File: src/mbi_map.vh
// Constants for the host bus interface with byte steering
`ifndef MBI_MAP_VH
`define MBI_MAP_VH
// Register byte offsets on the configuration bus
`define MBI_CFG_OFS 8'h00
`define MBI_STAT_OFS 8'h04
`define MBI_LAST_OFS 8'h08
// Configuration field positions
`define MBI_CFG_MUX_BIT 0
`define MBI_CFG_WIDE_BIT 1
`define MBI_CFG_LATCH_BIT 2
`define MBI_CFG_ROLE_LSB 4
`define MBI_CFG_ROLE_MSB 6
`define MBI_CFG_RESET 32'h00000003
// Roles of port_e_pin_zero
`define MBI_ROLE_BHE 3'h0
`define MBI_ROLE_PROGRAM_STORE_ENABLE 3'h1
`define MBI_ROLE_WRH 3'h2
`define MBI_ROLE_UDS 3'h3
`define MBI_ROLE_SIZ 3'h4
// Access time before read data is driven
`define MBI_ACCESS_NS 20
`define MBI_CLK_NS 4
`define MBI_ACCESS_CYC ((`MBI_ACCESS_NS + `MBI_CLK_NS - 1) / `MBI_CLK_NS)
// AXI responses
`define MBI_RESP_OKAY 2'h0
`define MBI_RESP_DECERR 2'h3
`endif

File: src/mbi_host_port.v
// Host bus interface: address latch, strobe roles, byte steering, memory
//
// The register offsets and the AXI4-Lite interface to the registers were left to the implementer.
`timescale 1ns/100ps
`default_nettype none
`include "mbi_map.vh"
module mbi_host_port #(
	parameter AW = 16,
	parameter MEM_WORDS_LOG2 = 8,
	parameter [15:0] SEL_BASE = 16'h0000
) (
	input wire aclk, // Clock
	input wire aresetn, // Synchronous reset, active low
	input wire [7:0] s_axi_awaddr, // Write address
	input wire s_axi_awvalid, // Write address valid
	output wire s_axi_awready, // Write address ready
	input wire [31:0] s_axi_wdata, // Write data
	input wire [3:0] s_axi_wstrb, // Write strobes
	input wire s_axi_wvalid, // Write data valid
	output wire s_axi_wready, // Write data ready
	output wire [1:0] s_axi_bresp, // Write response
	output wire s_axi_bvalid, // Write response valid
	input wire s_axi_bready, // Write response ready
	input wire [7:0] s_axi_araddr, // Read address
	input wire s_axi_arvalid, // Read address valid
	output wire s_axi_arready, // Read address ready
	output wire [31:0] s_axi_rdata, // Read data
	output wire [1:0] s_axi_rresp, // Read response
	output wire s_axi_rvalid, // Read response valid
	input wire s_axi_rready, // Read response ready
	input wire [15:0] addr_data_port_i, // Address/data port pin level
	output reg [15:0] addr_data_port_o, // Address/data port drive value
	output reg [15:0] addr_data_port_oe, // Address/data port drive enable
	input wire [15:0] data_port_i, // Port D (high) and port C (low) pin level
	output reg [15:0] data_port_o, // Port D/C drive value
	output reg [15:0] data_port_oe, // Port D/C drive enable
	input wire rd_n, // Read strobe, active low
	input wire wr_n, // Write strobe, doubles as write low strobe
	input wire port_e_pin_zero, // Role-selected bus control
	input wire port_e_pin_one, // Address latch strobe, active high
	output reg [1:0] logic_bus_ctl, // Bus controls routed to logic input bus
	output reg [1:0] macrocell_fb_en // Feedback enable for port E macrocells 0 and 1
);
	localparam ST_IDLE = 3'b001;
	localparam ST_WAIT = 3'b010;
	localparam ST_DRIVE = 3'b100;
	localparam integer ACC_CYC_I = `MBI_ACCESS_CYC;
	localparam [3:0] ACC_CYC = ACC_CYC_I[3:0];
	wire [31:0] cfg;
	wire [15:0] ad_s;
	wire [15:0] dp_s;
	wire [3:0] ctl_s;
	wire [3:0] ctl_a;
	wire mux_mode;
	wire wide;
	wire latch_en;
	wire [2:0] role;
	wire rd_act;
	wire wr_act;
	wire ale;
	wire pe0;
	reg [15:0] addr_lat_reg;
	reg [15:0] addr_use;
	reg selected;
	reg hi_en;
	reg lo_en;
	reg swap;
	reg [2:0] state_reg;
	reg [2:0] state_next;
	reg [3:0] cnt_reg;
	reg [3:0] cnt_next;
	reg wr_prev_reg;
	reg [15:0] last_reg;
	reg [15:0] wdata;
	reg [15:0] rdata;
	reg [7:0] mem_even [0:(1<<MEM_WORDS_LOG2)-1];
	reg [7:0] mem_odd [0:(1<<MEM_WORDS_LOG2)-1];
	wire [MEM_WORDS_LOG2-1:0] widx;
	assign widx = addr_use[MEM_WORDS_LOG2:1];
	mbi_axil u_regs (
		.aclk(aclk),
		.aresetn(aresetn),
		.s_axi_awaddr(s_axi_awaddr),
		.s_axi_awvalid(s_axi_awvalid),
		.s_axi_awready(s_axi_awready),
		.s_axi_wdata(s_axi_wdata),
		.s_axi_wstrb(s_axi_wstrb),
		.s_axi_wvalid(s_axi_wvalid),
		.s_axi_wready(s_axi_wready),
		.s_axi_bresp(s_axi_bresp),
		.s_axi_bvalid(s_axi_bvalid),
		.s_axi_bready(s_axi_bready),
		.s_axi_araddr(s_axi_araddr),
		.s_axi_arvalid(s_axi_arvalid),
		.s_axi_arready(s_axi_arready),
		.s_axi_rdata(s_axi_rdata),
		.s_axi_rresp(s_axi_rresp),
		.s_axi_rvalid(s_axi_rvalid),
		.s_axi_rready(s_axi_rready),
		.cfg_reg(cfg),
		.stat_in({8'h00, wr_prev_reg, selected, state_reg, role, last_reg}),
		.last_in({16'h0000, addr_use})
	);
	mbi_sync #(.W(16)) u_sync_ad (
		.aclk(aclk),
		.aresetn(aresetn),
		.d_in(addr_data_port_i),
		.q_out(ad_s)
	);
	mbi_sync #(.W(16)) u_sync_dp (
		.aclk(aclk),
		.aresetn(aresetn),
		.d_in(data_port_i),
		.q_out(dp_s)
	);
	mbi_sync #(.W(4)) u_sync_ctl (
		.aclk(aclk),
		.aresetn(aresetn),
		.d_in({port_e_pin_one, ~port_e_pin_zero, ~wr_n, ~rd_n}),
		.q_out(ctl_a)
	);
	// Active-low pins cross inverted so the flops' reset value reads as idle
	assign ctl_s = {ctl_a[3], ~ctl_a[2:0]};
	assign mux_mode = cfg[`MBI_CFG_MUX_BIT];
	assign wide = cfg[`MBI_CFG_WIDE_BIT];
	assign latch_en = cfg[`MBI_CFG_LATCH_BIT];
	assign role = cfg[`MBI_CFG_ROLE_MSB:`MBI_CFG_ROLE_LSB];
	assign ale = ctl_s[3];
	assign pe0 = ctl_s[2];
	// Program store enable is a second read strobe (program fetch)
	assign rd_act = !ctl_s[0] || (role == `MBI_ROLE_PROGRAM_STORE_ENABLE && !pe0);
	assign wr_act = !ctl_s[1] || (role == `MBI_ROLE_WRH && !pe0);
	// Transparent while strobe high, holds afterwards
	always @(posedge aclk)
	begin
		if (!aresetn)
			addr_lat_reg <= 16'h0000;
		else if (ale)
			addr_lat_reg <= ad_s;
	end
	always @*
	begin
		if (mux_mode)
			addr_use = ale ? ad_s : addr_lat_reg;
		else if (latch_en)
			addr_use = ale ? ad_s : addr_lat_reg;
		else
			addr_use = ad_s;
		selected = (addr_use[AW-1:MEM_WORDS_LOG2+1] ==
			SEL_BASE[AW-1:MEM_WORDS_LOG2+1]);
	end
	// Lane enables and byte placement per role; swap puts even on high lane
	always @*
	begin
		hi_en = 1'b0;
		lo_en = 1'b0;
		swap = 1'b0;
		if (!wide)
			lo_en = 1'b1;
		else
		begin
			case (role)
				`MBI_ROLE_BHE, `MBI_ROLE_PROGRAM_STORE_ENABLE:
				begin
					hi_en = !pe0;
					lo_en = !addr_use[0];
				end
				`MBI_ROLE_WRH:
				begin
					hi_en = !pe0;
					lo_en = !ctl_s[1];
				end
				`MBI_ROLE_UDS:
				begin
					swap = 1'b1;
					hi_en = !pe0;
					lo_en = !ctl_s[0];
				end
				`MBI_ROLE_SIZ:
				begin
					swap = 1'b1;
					hi_en = !addr_use[0];
					lo_en = !pe0 || addr_use[0];
				end
				default:
				begin
					hi_en = 1'b0;
					lo_en = 1'b0;
				end
			endcase
		end
	end
	always @*
	begin
		wdata = mux_mode ? ad_s : dp_s;
		if (!wide)
			rdata = {8'h00, addr_use[0] ? mem_odd[widx] : mem_even[widx]};
		else if (swap)
			rdata = {mem_even[widx], mem_odd[widx]};
		else
			rdata = {mem_odd[widx], mem_even[widx]};
	end
	always @*
	begin
		state_next = state_reg;
		cnt_next = cnt_reg;
		case (state_reg)
			ST_IDLE:
				if (rd_act && selected && !ale)
				begin
					state_next = ST_WAIT;
					cnt_next = ACC_CYC;
				end
			ST_WAIT:
				if (!rd_act || !selected)
					state_next = ST_IDLE;
				else if (cnt_reg <= 4'd1)
					state_next = ST_DRIVE;
				else
					cnt_next = cnt_reg - 4'd1;
			ST_DRIVE:
				if (!rd_act || !selected)
					state_next = ST_IDLE;
			default:
				state_next = ST_IDLE;
		endcase
	end
	always @(posedge aclk)
	begin
		if (!aresetn)
		begin
			state_reg <= ST_IDLE;
			cnt_reg <= 4'h0;
			wr_prev_reg <= 1'b0;
			last_reg <= 16'h0000;
			addr_data_port_o <= 16'h0000;
			addr_data_port_oe <= 16'h0000;
			data_port_o <= 16'h0000;
			data_port_oe <= 16'h0000;
			logic_bus_ctl <= 2'b00;
			macrocell_fb_en <= 2'b11;
		end
		else
		begin
			state_reg <= state_next;
			cnt_reg <= cnt_next;
			wr_prev_reg <= wr_act;
			// Pins 0 and 1 always serve as bus controls here
			macrocell_fb_en <= 2'b00;
			logic_bus_ctl <= {ale, pe0};
			addr_data_port_oe <= 16'h0000;
			data_port_oe <= 16'h0000;
			if (state_next == ST_DRIVE)
			begin
				if (mux_mode)
				begin
					addr_data_port_o <= rdata;
					addr_data_port_oe <= {{8{hi_en}}, {8{lo_en}}};
				end
				else
				begin
					data_port_o <= rdata;
					data_port_oe <= {{8{hi_en}}, {8{lo_en}}};
				end
			end
			// Written every strobe cycle while the address is selected; the value at release is what stays
			if (wr_act && selected)
				last_reg <= wdata;
		end
	end
	always @(posedge aclk)
	begin
		// Lane strobes vanish at release, so write through while they stand
		if (aresetn && wr_act && selected)
		begin
			if (!wide)
			begin
				if (addr_use[0])
					mem_odd[widx] <= wdata[7:0];
				else
					mem_even[widx] <= wdata[7:0];
			end
			else
			begin
				if (hi_en)
				begin
					if (swap)
						mem_even[widx] <= wdata[15:8];
					else
						mem_odd[widx] <= wdata[15:8];
				end
				if (lo_en)
				begin
					if (swap)
						mem_odd[widx] <= wdata[7:0];
					else
						mem_even[widx] <= wdata[7:0];
				end
			end
		end
	end
endmodule // mbi_host_port
`default_nettype wire

File: src/mbi_sync.v
// Two-flop synchroniser for a vector of pin inputs
`timescale 1ns/100ps
`default_nettype none
module mbi_sync #(
	parameter W = 1
) (
	input wire aclk, // Clock
	input wire aresetn, // Synchronous reset, active low
	input wire [W-1:0] d_in, // Asynchronous input
	output reg [W-1:0] q_out // Synchronised output
);
	reg [W-1:0] meta_reg;
	always @(posedge aclk)
	begin
		if (!aresetn)
		begin
			meta_reg <= {W{1'b0}};
			q_out <= {W{1'b0}};
		end
		else
		begin
			meta_reg <= d_in;
			q_out <= meta_reg;
		end
	end
endmodule // mbi_sync
`default_nettype wire

File: src/mbi_axil.v
// AXI4-Lite slave holding the bus interface configuration and status
`timescale 1ns/100ps
`default_nettype none
`include "mbi_map.vh"
module mbi_axil (
	input wire aclk, // Clock
	input wire aresetn, // Synchronous reset, active low
	input wire [7:0] s_axi_awaddr, // Write address
	input wire s_axi_awvalid, // Write address valid
	output wire s_axi_awready, // Write address ready
	input wire [31:0] s_axi_wdata, // Write data
	input wire [3:0] s_axi_wstrb, // Write strobes
	input wire s_axi_wvalid, // Write data valid
	output wire s_axi_wready, // Write data ready
	output reg [1:0] s_axi_bresp, // Write response
	output reg s_axi_bvalid, // Write response valid
	input wire s_axi_bready, // Write response ready
	input wire [7:0] s_axi_araddr, // Read address
	input wire s_axi_arvalid, // Read address valid
	output wire s_axi_arready, // Read address ready
	output reg [31:0] s_axi_rdata, // Read data
	output reg [1:0] s_axi_rresp, // Read response
	output reg s_axi_rvalid, // Read response valid
	input wire s_axi_rready, // Read response ready
	output reg [31:0] cfg_reg, // Configuration word
	input wire [31:0] stat_in, // Live status word
	input wire [31:0] last_in // Last host access word
);
	reg aw_got_reg;
	reg w_got_reg;
	reg [7:0] aw_addr_reg;
	reg [31:0] w_data_reg;
	reg [3:0] w_strb_reg;
	wire do_write;
	integer i;
	assign s_axi_awready = !aw_got_reg && !s_axi_bvalid;
	assign s_axi_wready = !w_got_reg && !s_axi_bvalid;
	assign s_axi_arready = !s_axi_rvalid;
	assign do_write = aw_got_reg && w_got_reg;
	always @(posedge aclk)
	begin
		if (!aresetn)
		begin
			aw_got_reg <= 1'b0;
			w_got_reg <= 1'b0;
			aw_addr_reg <= 8'h00;
			w_data_reg <= 32'h00000000;
			w_strb_reg <= 4'h0;
			s_axi_bvalid <= 1'b0;
			s_axi_bresp <= 2'h0;
			s_axi_rvalid <= 1'b0;
			s_axi_rresp <= 2'h0;
			s_axi_rdata <= 32'h00000000;
			cfg_reg <= `MBI_CFG_RESET;
		end
		else
		begin
			if (s_axi_awvalid && s_axi_awready)
			begin
				aw_got_reg <= 1'b1;
				aw_addr_reg <= s_axi_awaddr;
			end
			if (s_axi_wvalid && s_axi_wready)
			begin
				w_got_reg <= 1'b1;
				w_data_reg <= s_axi_wdata;
				w_strb_reg <= s_axi_wstrb;
			end
			if (do_write)
			begin
				aw_got_reg <= 1'b0;
				w_got_reg <= 1'b0;
				s_axi_bvalid <= 1'b1;
				if (aw_addr_reg[7:2] == `MBI_CFG_OFS >> 2)
				begin
					s_axi_bresp <= `MBI_RESP_OKAY;
					for (i = 0; i < 4; i = i + 1)
						if (w_strb_reg[i])
							cfg_reg[i*8 +: 8] <= w_data_reg[i*8 +: 8];
				end
				else if (aw_addr_reg[7:2] == `MBI_STAT_OFS >> 2 ||
					aw_addr_reg[7:2] == `MBI_LAST_OFS >> 2)
					s_axi_bresp <= `MBI_RESP_OKAY;
				else
					s_axi_bresp <= `MBI_RESP_DECERR;
			end
			else if (s_axi_bvalid && s_axi_bready)
				s_axi_bvalid <= 1'b0;
			if (s_axi_arvalid && s_axi_arready)
			begin
				s_axi_rvalid <= 1'b1;
				s_axi_rresp <= `MBI_RESP_OKAY;
				case (s_axi_araddr[7:2])
					`MBI_CFG_OFS >> 2: s_axi_rdata <= cfg_reg;
					`MBI_STAT_OFS >> 2: s_axi_rdata <= stat_in;
					`MBI_LAST_OFS >> 2: s_axi_rdata <= last_in;
					default:
					begin
						s_axi_rdata <= 32'h00000000;
						s_axi_rresp <= `MBI_RESP_DECERR;
					end
				endcase
			end
			else if (s_axi_rvalid && s_axi_rready)
				s_axi_rvalid <= 1'b0;
		end
	end
endmodule // mbi_axil
`default_nettype wire

File: config.mk
export PLATFORM = sky130hd
export DESIGN_NAME = mbi_host_port
export DESIGN_NICKNAME = d
export VERILOG_FILES = /design/src/mbi_host_port.v /design/src/mbi_sync.v /design/src/mbi_axil.v
export VERILOG_INCLUDE_DIRS = /design/src
export SDC_FILE = /design/constraint.sdc
export NUM_CORES = 2
export LEC_CHECK = 0
export ABC_AREA = 0
export BUFFER_PORTS_ARGS = -buffer_cell sky130_fd_sc_hd__buf_2
export CAP_MARGIN = 20
export CORE_MARGIN = 5
export CORE_UTILIZATION = 30
export DETAILED_ROUTE_END_ITERATION = 16
export MAX_ROUTING_LAYER = met4
export PLACE_DENSITY_LB_ADDON = 0.2
export SYNTH_ARGS = -nofsm -noshare
export SYNTH_HDL_FRONTEND = slang
export SYNTH_SLANG_ARGS = --single-unit
File: constraint.sdc
create_clock -name aclk -period 5.7 [get_ports aclk]
set_input_delay 0.285 -clock aclk [delete_from_list [all_inputs] [get_ports aclk]]
set_output_delay 0.285 -clock aclk [all_outputs]
set_load 0.02 [all_outputs]
==> impl_results.md <==
* Worst r2r src: u_regs.cfg_reg[0]
* Number of distinct library cells after synthesis at 69
* Post-DP HPWL at roughly 370 mm
* # H-tree levels at 5
* Portion of the post-synthesis area used by sequential elements at 71.4%
* Number of global-route vias before repair at between 100k and 150k
* Kind of start point of the critical path: register
* List of cells traversed by the critical path: buf_4 -> o21ba_4 -> mux2_8 -> buf_4 -> mux2i_1 -> o22ai_1 -> o41ai_1 -> buf_4 -> nand4_1 -> buf_4 -> nor3_1 -> nor3b_1 -> buf_4 -> o31ai_1
* Cell accounting for the most synthesized area: edfxtp_1
* # nets final at roughly 14000
* Leakage power total at 67.7 nW
* RSZ-0062 raised after global routing: false
* Worst setup path category: reg -> reg
* Cell with the biggest individual delay on the critical path: o41ai_1
* Per-cell via count in the routed design at between 5 and 6
* Ports placed on the boundary at 204
* Post-CTS setup-driven buffer insertion count at 0
* Netlist Area Pre-Place at 0.180 mm^2
* Die extent in y at between 700 and 800 um
* Synth Area in Adders at less than 1%
* Clock tree skew after final layout at between 0.09 and 0.1 ns
* Relative slew slack at 17.4%
* Final non-filler cell area at approximately 0.21 mm^2
* Share of the synthesized area in the top cell type at 68.5%
* Prevailing post-synth register cell: edfxtp_1
* Placed inst area at between 0.15 and 0.2 mm^2
* Floorplan die width at about 800 um
* Final hold slack at approximately 0.16 ns
* Fin Setup TNS at 0 ns
* Maxcap violations at 0
* Number of instances in the synthesized netlist at 12600
* Initial drt markers at 9622
* Hold Path Origin: s_axi_araddr[2]
* Synth Area in XOR/XNOR at less than 1%
* Maximum achievable frequency at 182 MHz
* Depth of the worst hold-timing path at 5
* Worst path bufs/invs at 5
* Cell with the most instances on the worst path: buf_4
* RD Place Congestion at 0.838
* Final WL at 578 mm
* Final period util at between 90% and 100%
* Clock root buffer: clkbuf_16
* Class of the tightest hold or removal check: in -> reg
* Dominant combinational cell family by area after synthesis: multiplexers
* Transition time at the pin with the least slew margin at 1.24 ns
* Number of endpoints failing setup at the final stage at 0
* Power density over cell area at about 320 mW/mm^2
* Core Rows at roughly 280
* Fraction of layout instances using a drive strength above 1 at ~15%
* CP delay by family, top: buffers and inverters
* Endpoint required time on the critical path at 6.57 ns
* Layout overhead on the synthesized area at 19.3%
* Sort of element at the end of the critical path: register
* TritonCTS clock tree: yes
* I/O Buffers at about 200
* Die area at 0.614 mm^2
* WP data arrival at approximately 6.4 ns
* Max Transition Viols Final at 0
* Effective utilization at floorplan at a little under a third
* Total power after layout at between 60 and 70 mW
* Drt wl/cell at 26.3 um
* Clock buffer count from CTS at approximately 460
* R2r setup slk at 0.20 ns
* Critical register-to-register path endpoint: data_port_o[1]
* Maximum VDD drop at approximately 0.0003 V
* Length in cells of the worst reg-to-reg path at 14
* Wire length of the first global-routing pass at around 820 mm
* Synthesized-area fraction occupied by ao, oa, aoi and oai cells at around 8.4%
* Area of the core at 0.597 mm^2
* Post-synthesis net count at about 13000
* # clock sinks at about 4400
* Hold Path End: u_regs.s_axi_rdata[11]
* Count of flip-flops with a built-in enable after synthesis at ~4100
* Largest regs: mem_even (2048), mem_odd (2048)
* Run status: finished, final reports clean
* Peak fanout along the critical path at 36
* Antenna-violating nets left at 0
* Number of antenna violations at the first check in global routing at 31
* Fin. Hold Viols at 0
* Yosys Warn Count at 0
* Length of the first detailed-routing pass in iterations at 5
* Top-count cell post-synth: edfxtp_1
* Biggest area contributors in the synthesized netlist: edfxtp_1, mux2i_1, dfxtp_1
* Via count at between 100k and 150k
* Clock Pin Slew Worst Setup and Hold Paths at roughly 0.060 ns
* Mean post-synth cell area at approximately 14 um^2
* Delay of the slowest cell on the worst path at approximately 0.69 ns
* Aggregate global-route resource usage at about a fifth
* Longest Clk Path Bufs at 4
* Residual DRC at 0
* Post-layout minimum cycle time at 5.50 ns
* Pin count of the biggest net entering global routing at approximately 160
* Clock latency reported for the late side of the worst-skew pair at between 1 and 1.5 ns
* Total of flip-flops plus latches after synthesis at 4359
* Simple-gate area share of the yosys netlist at under 10%
* Total congestion overflow at 0
* Async set-reset flop share out of synthesis at 0%
* Multiplexer share of the synthesized area at just under 10%
* Commonest cells in the netlist: edfxtp_1, mux2i_1, nand2_1, a21oi_1, o22ai_1
-- area by class of cell --
cell class                      instances  area [um^2]
Fill cell                           56900       383000
Sequential cell                      4359       128000
Multi-Input combinational cell       7264        47700
Timing Repair Buffer                 1489        13000
Clock buffer                          573        12100
Tap cell                             8008        10000
Clock inverter                        284         3120
Antenna cell                           20         50.0
Inverter                               11         46.3
-- stage by stage --
step           util [%]  instances  setup WS (ns)
2_1_floorplan         -      12600           1.17
3_3_place_gp       32.9      20900         -0.299
3_5_place_dp       32.9      20900       -0.00599
4_1_cts            35.9      22000          0.145
5_1_grt            35.9      22000         0.0731
6_report           35.9      22000          0.203
-- worst max path at each step --
stage	to	from	cells after the start
detailed placement	addr_data_port_o[9]	u_regs.cfg_reg[0]	13
floorplan	mem_even[0][0]	u_regs.cfg_reg[0]	8
CTS	addr_data_port_o[7]	u_regs.cfg_reg[0]	12
global placement	addr_data_port_o[8]	u_regs.cfg_reg[0]	13
finish	data_port_o[1]	u_regs.cfg_reg[0]	14
global route	addr_data_port_o[1]	u_regs.cfg_reg[0]	14
-- worst min-delay path, cell delays in order --
cell	delay, ns
buf_2	0.37
nor2b_1	0.21
o2bb2ai_1	0.13
a22oi_1	0.07
nor2_1	0.08
-- metal layers --
metal  part of all wire, %  track usage, %
met3                   5.0            2.50
met5                     0               -
met4                   2.9            4.93
met2                    48            30.0
met1                    45            25.1
-- placed cells by master, fill, tap and decap left out, drive strengths merged, types with 21 or more instances in the layout --
| master | count |
|---|---|
| edfxtp | 4096 |
| mux2i | 1619 |
| buf | 1245 |
| nand2 | 1187 |
| a21oi | 958 |
| o22ai | 763 |
| nand2b | 762 |
| nor2 | 627 |
| clkbuf | 573 |
| o21ai | 303 |
| dfxtp | 263 |
| dlygate4sd3 | 244 |
| clkinv | 209 |
| o211ai | 151 |
| nor4 | 136 |
| nand3 | 113 |
| and2 | 75 |
| o2111ai | 70 |
| o41ai | 66 |
| bufinv | 52 |
| a41oi | 43 |
| mux4 | 41 |
| nand4 | 40 |
| a22oi | 37 |
| and3 | 26 |
| mux2 | 26 |
| inv | 24 |
| nor3 | 21 |
-- what timing repair did --
item                                   4_1_cts  5_1_grt
endpoints found under the hold margin      145        0
hold buffers                               244        0
resized for setup                            1        0
setup endpoints to repair                    1        0
-- where the power goes --
group          switching, mW  total, mW  leakage, nW  internal [mW]
Combinational           1.51       2.24         19.9          0.733
Sequential            0.0615       35.0         40.4           34.9
Clock                   12.9       30.3         7.42           17.4
Total                   14.5       67.5         67.7           53.1
-- logic make-up after synthesis --
logic type                 Yosys count
and+or+nand+nor                   3057
muxes                             1686
AOI/OAI and AO/OA                 2517
buffers and inverters              930
DFF                               4359
adders and majority gates            2
xor gates and xnor gates             2
Power figures use the tool's default switching activity.
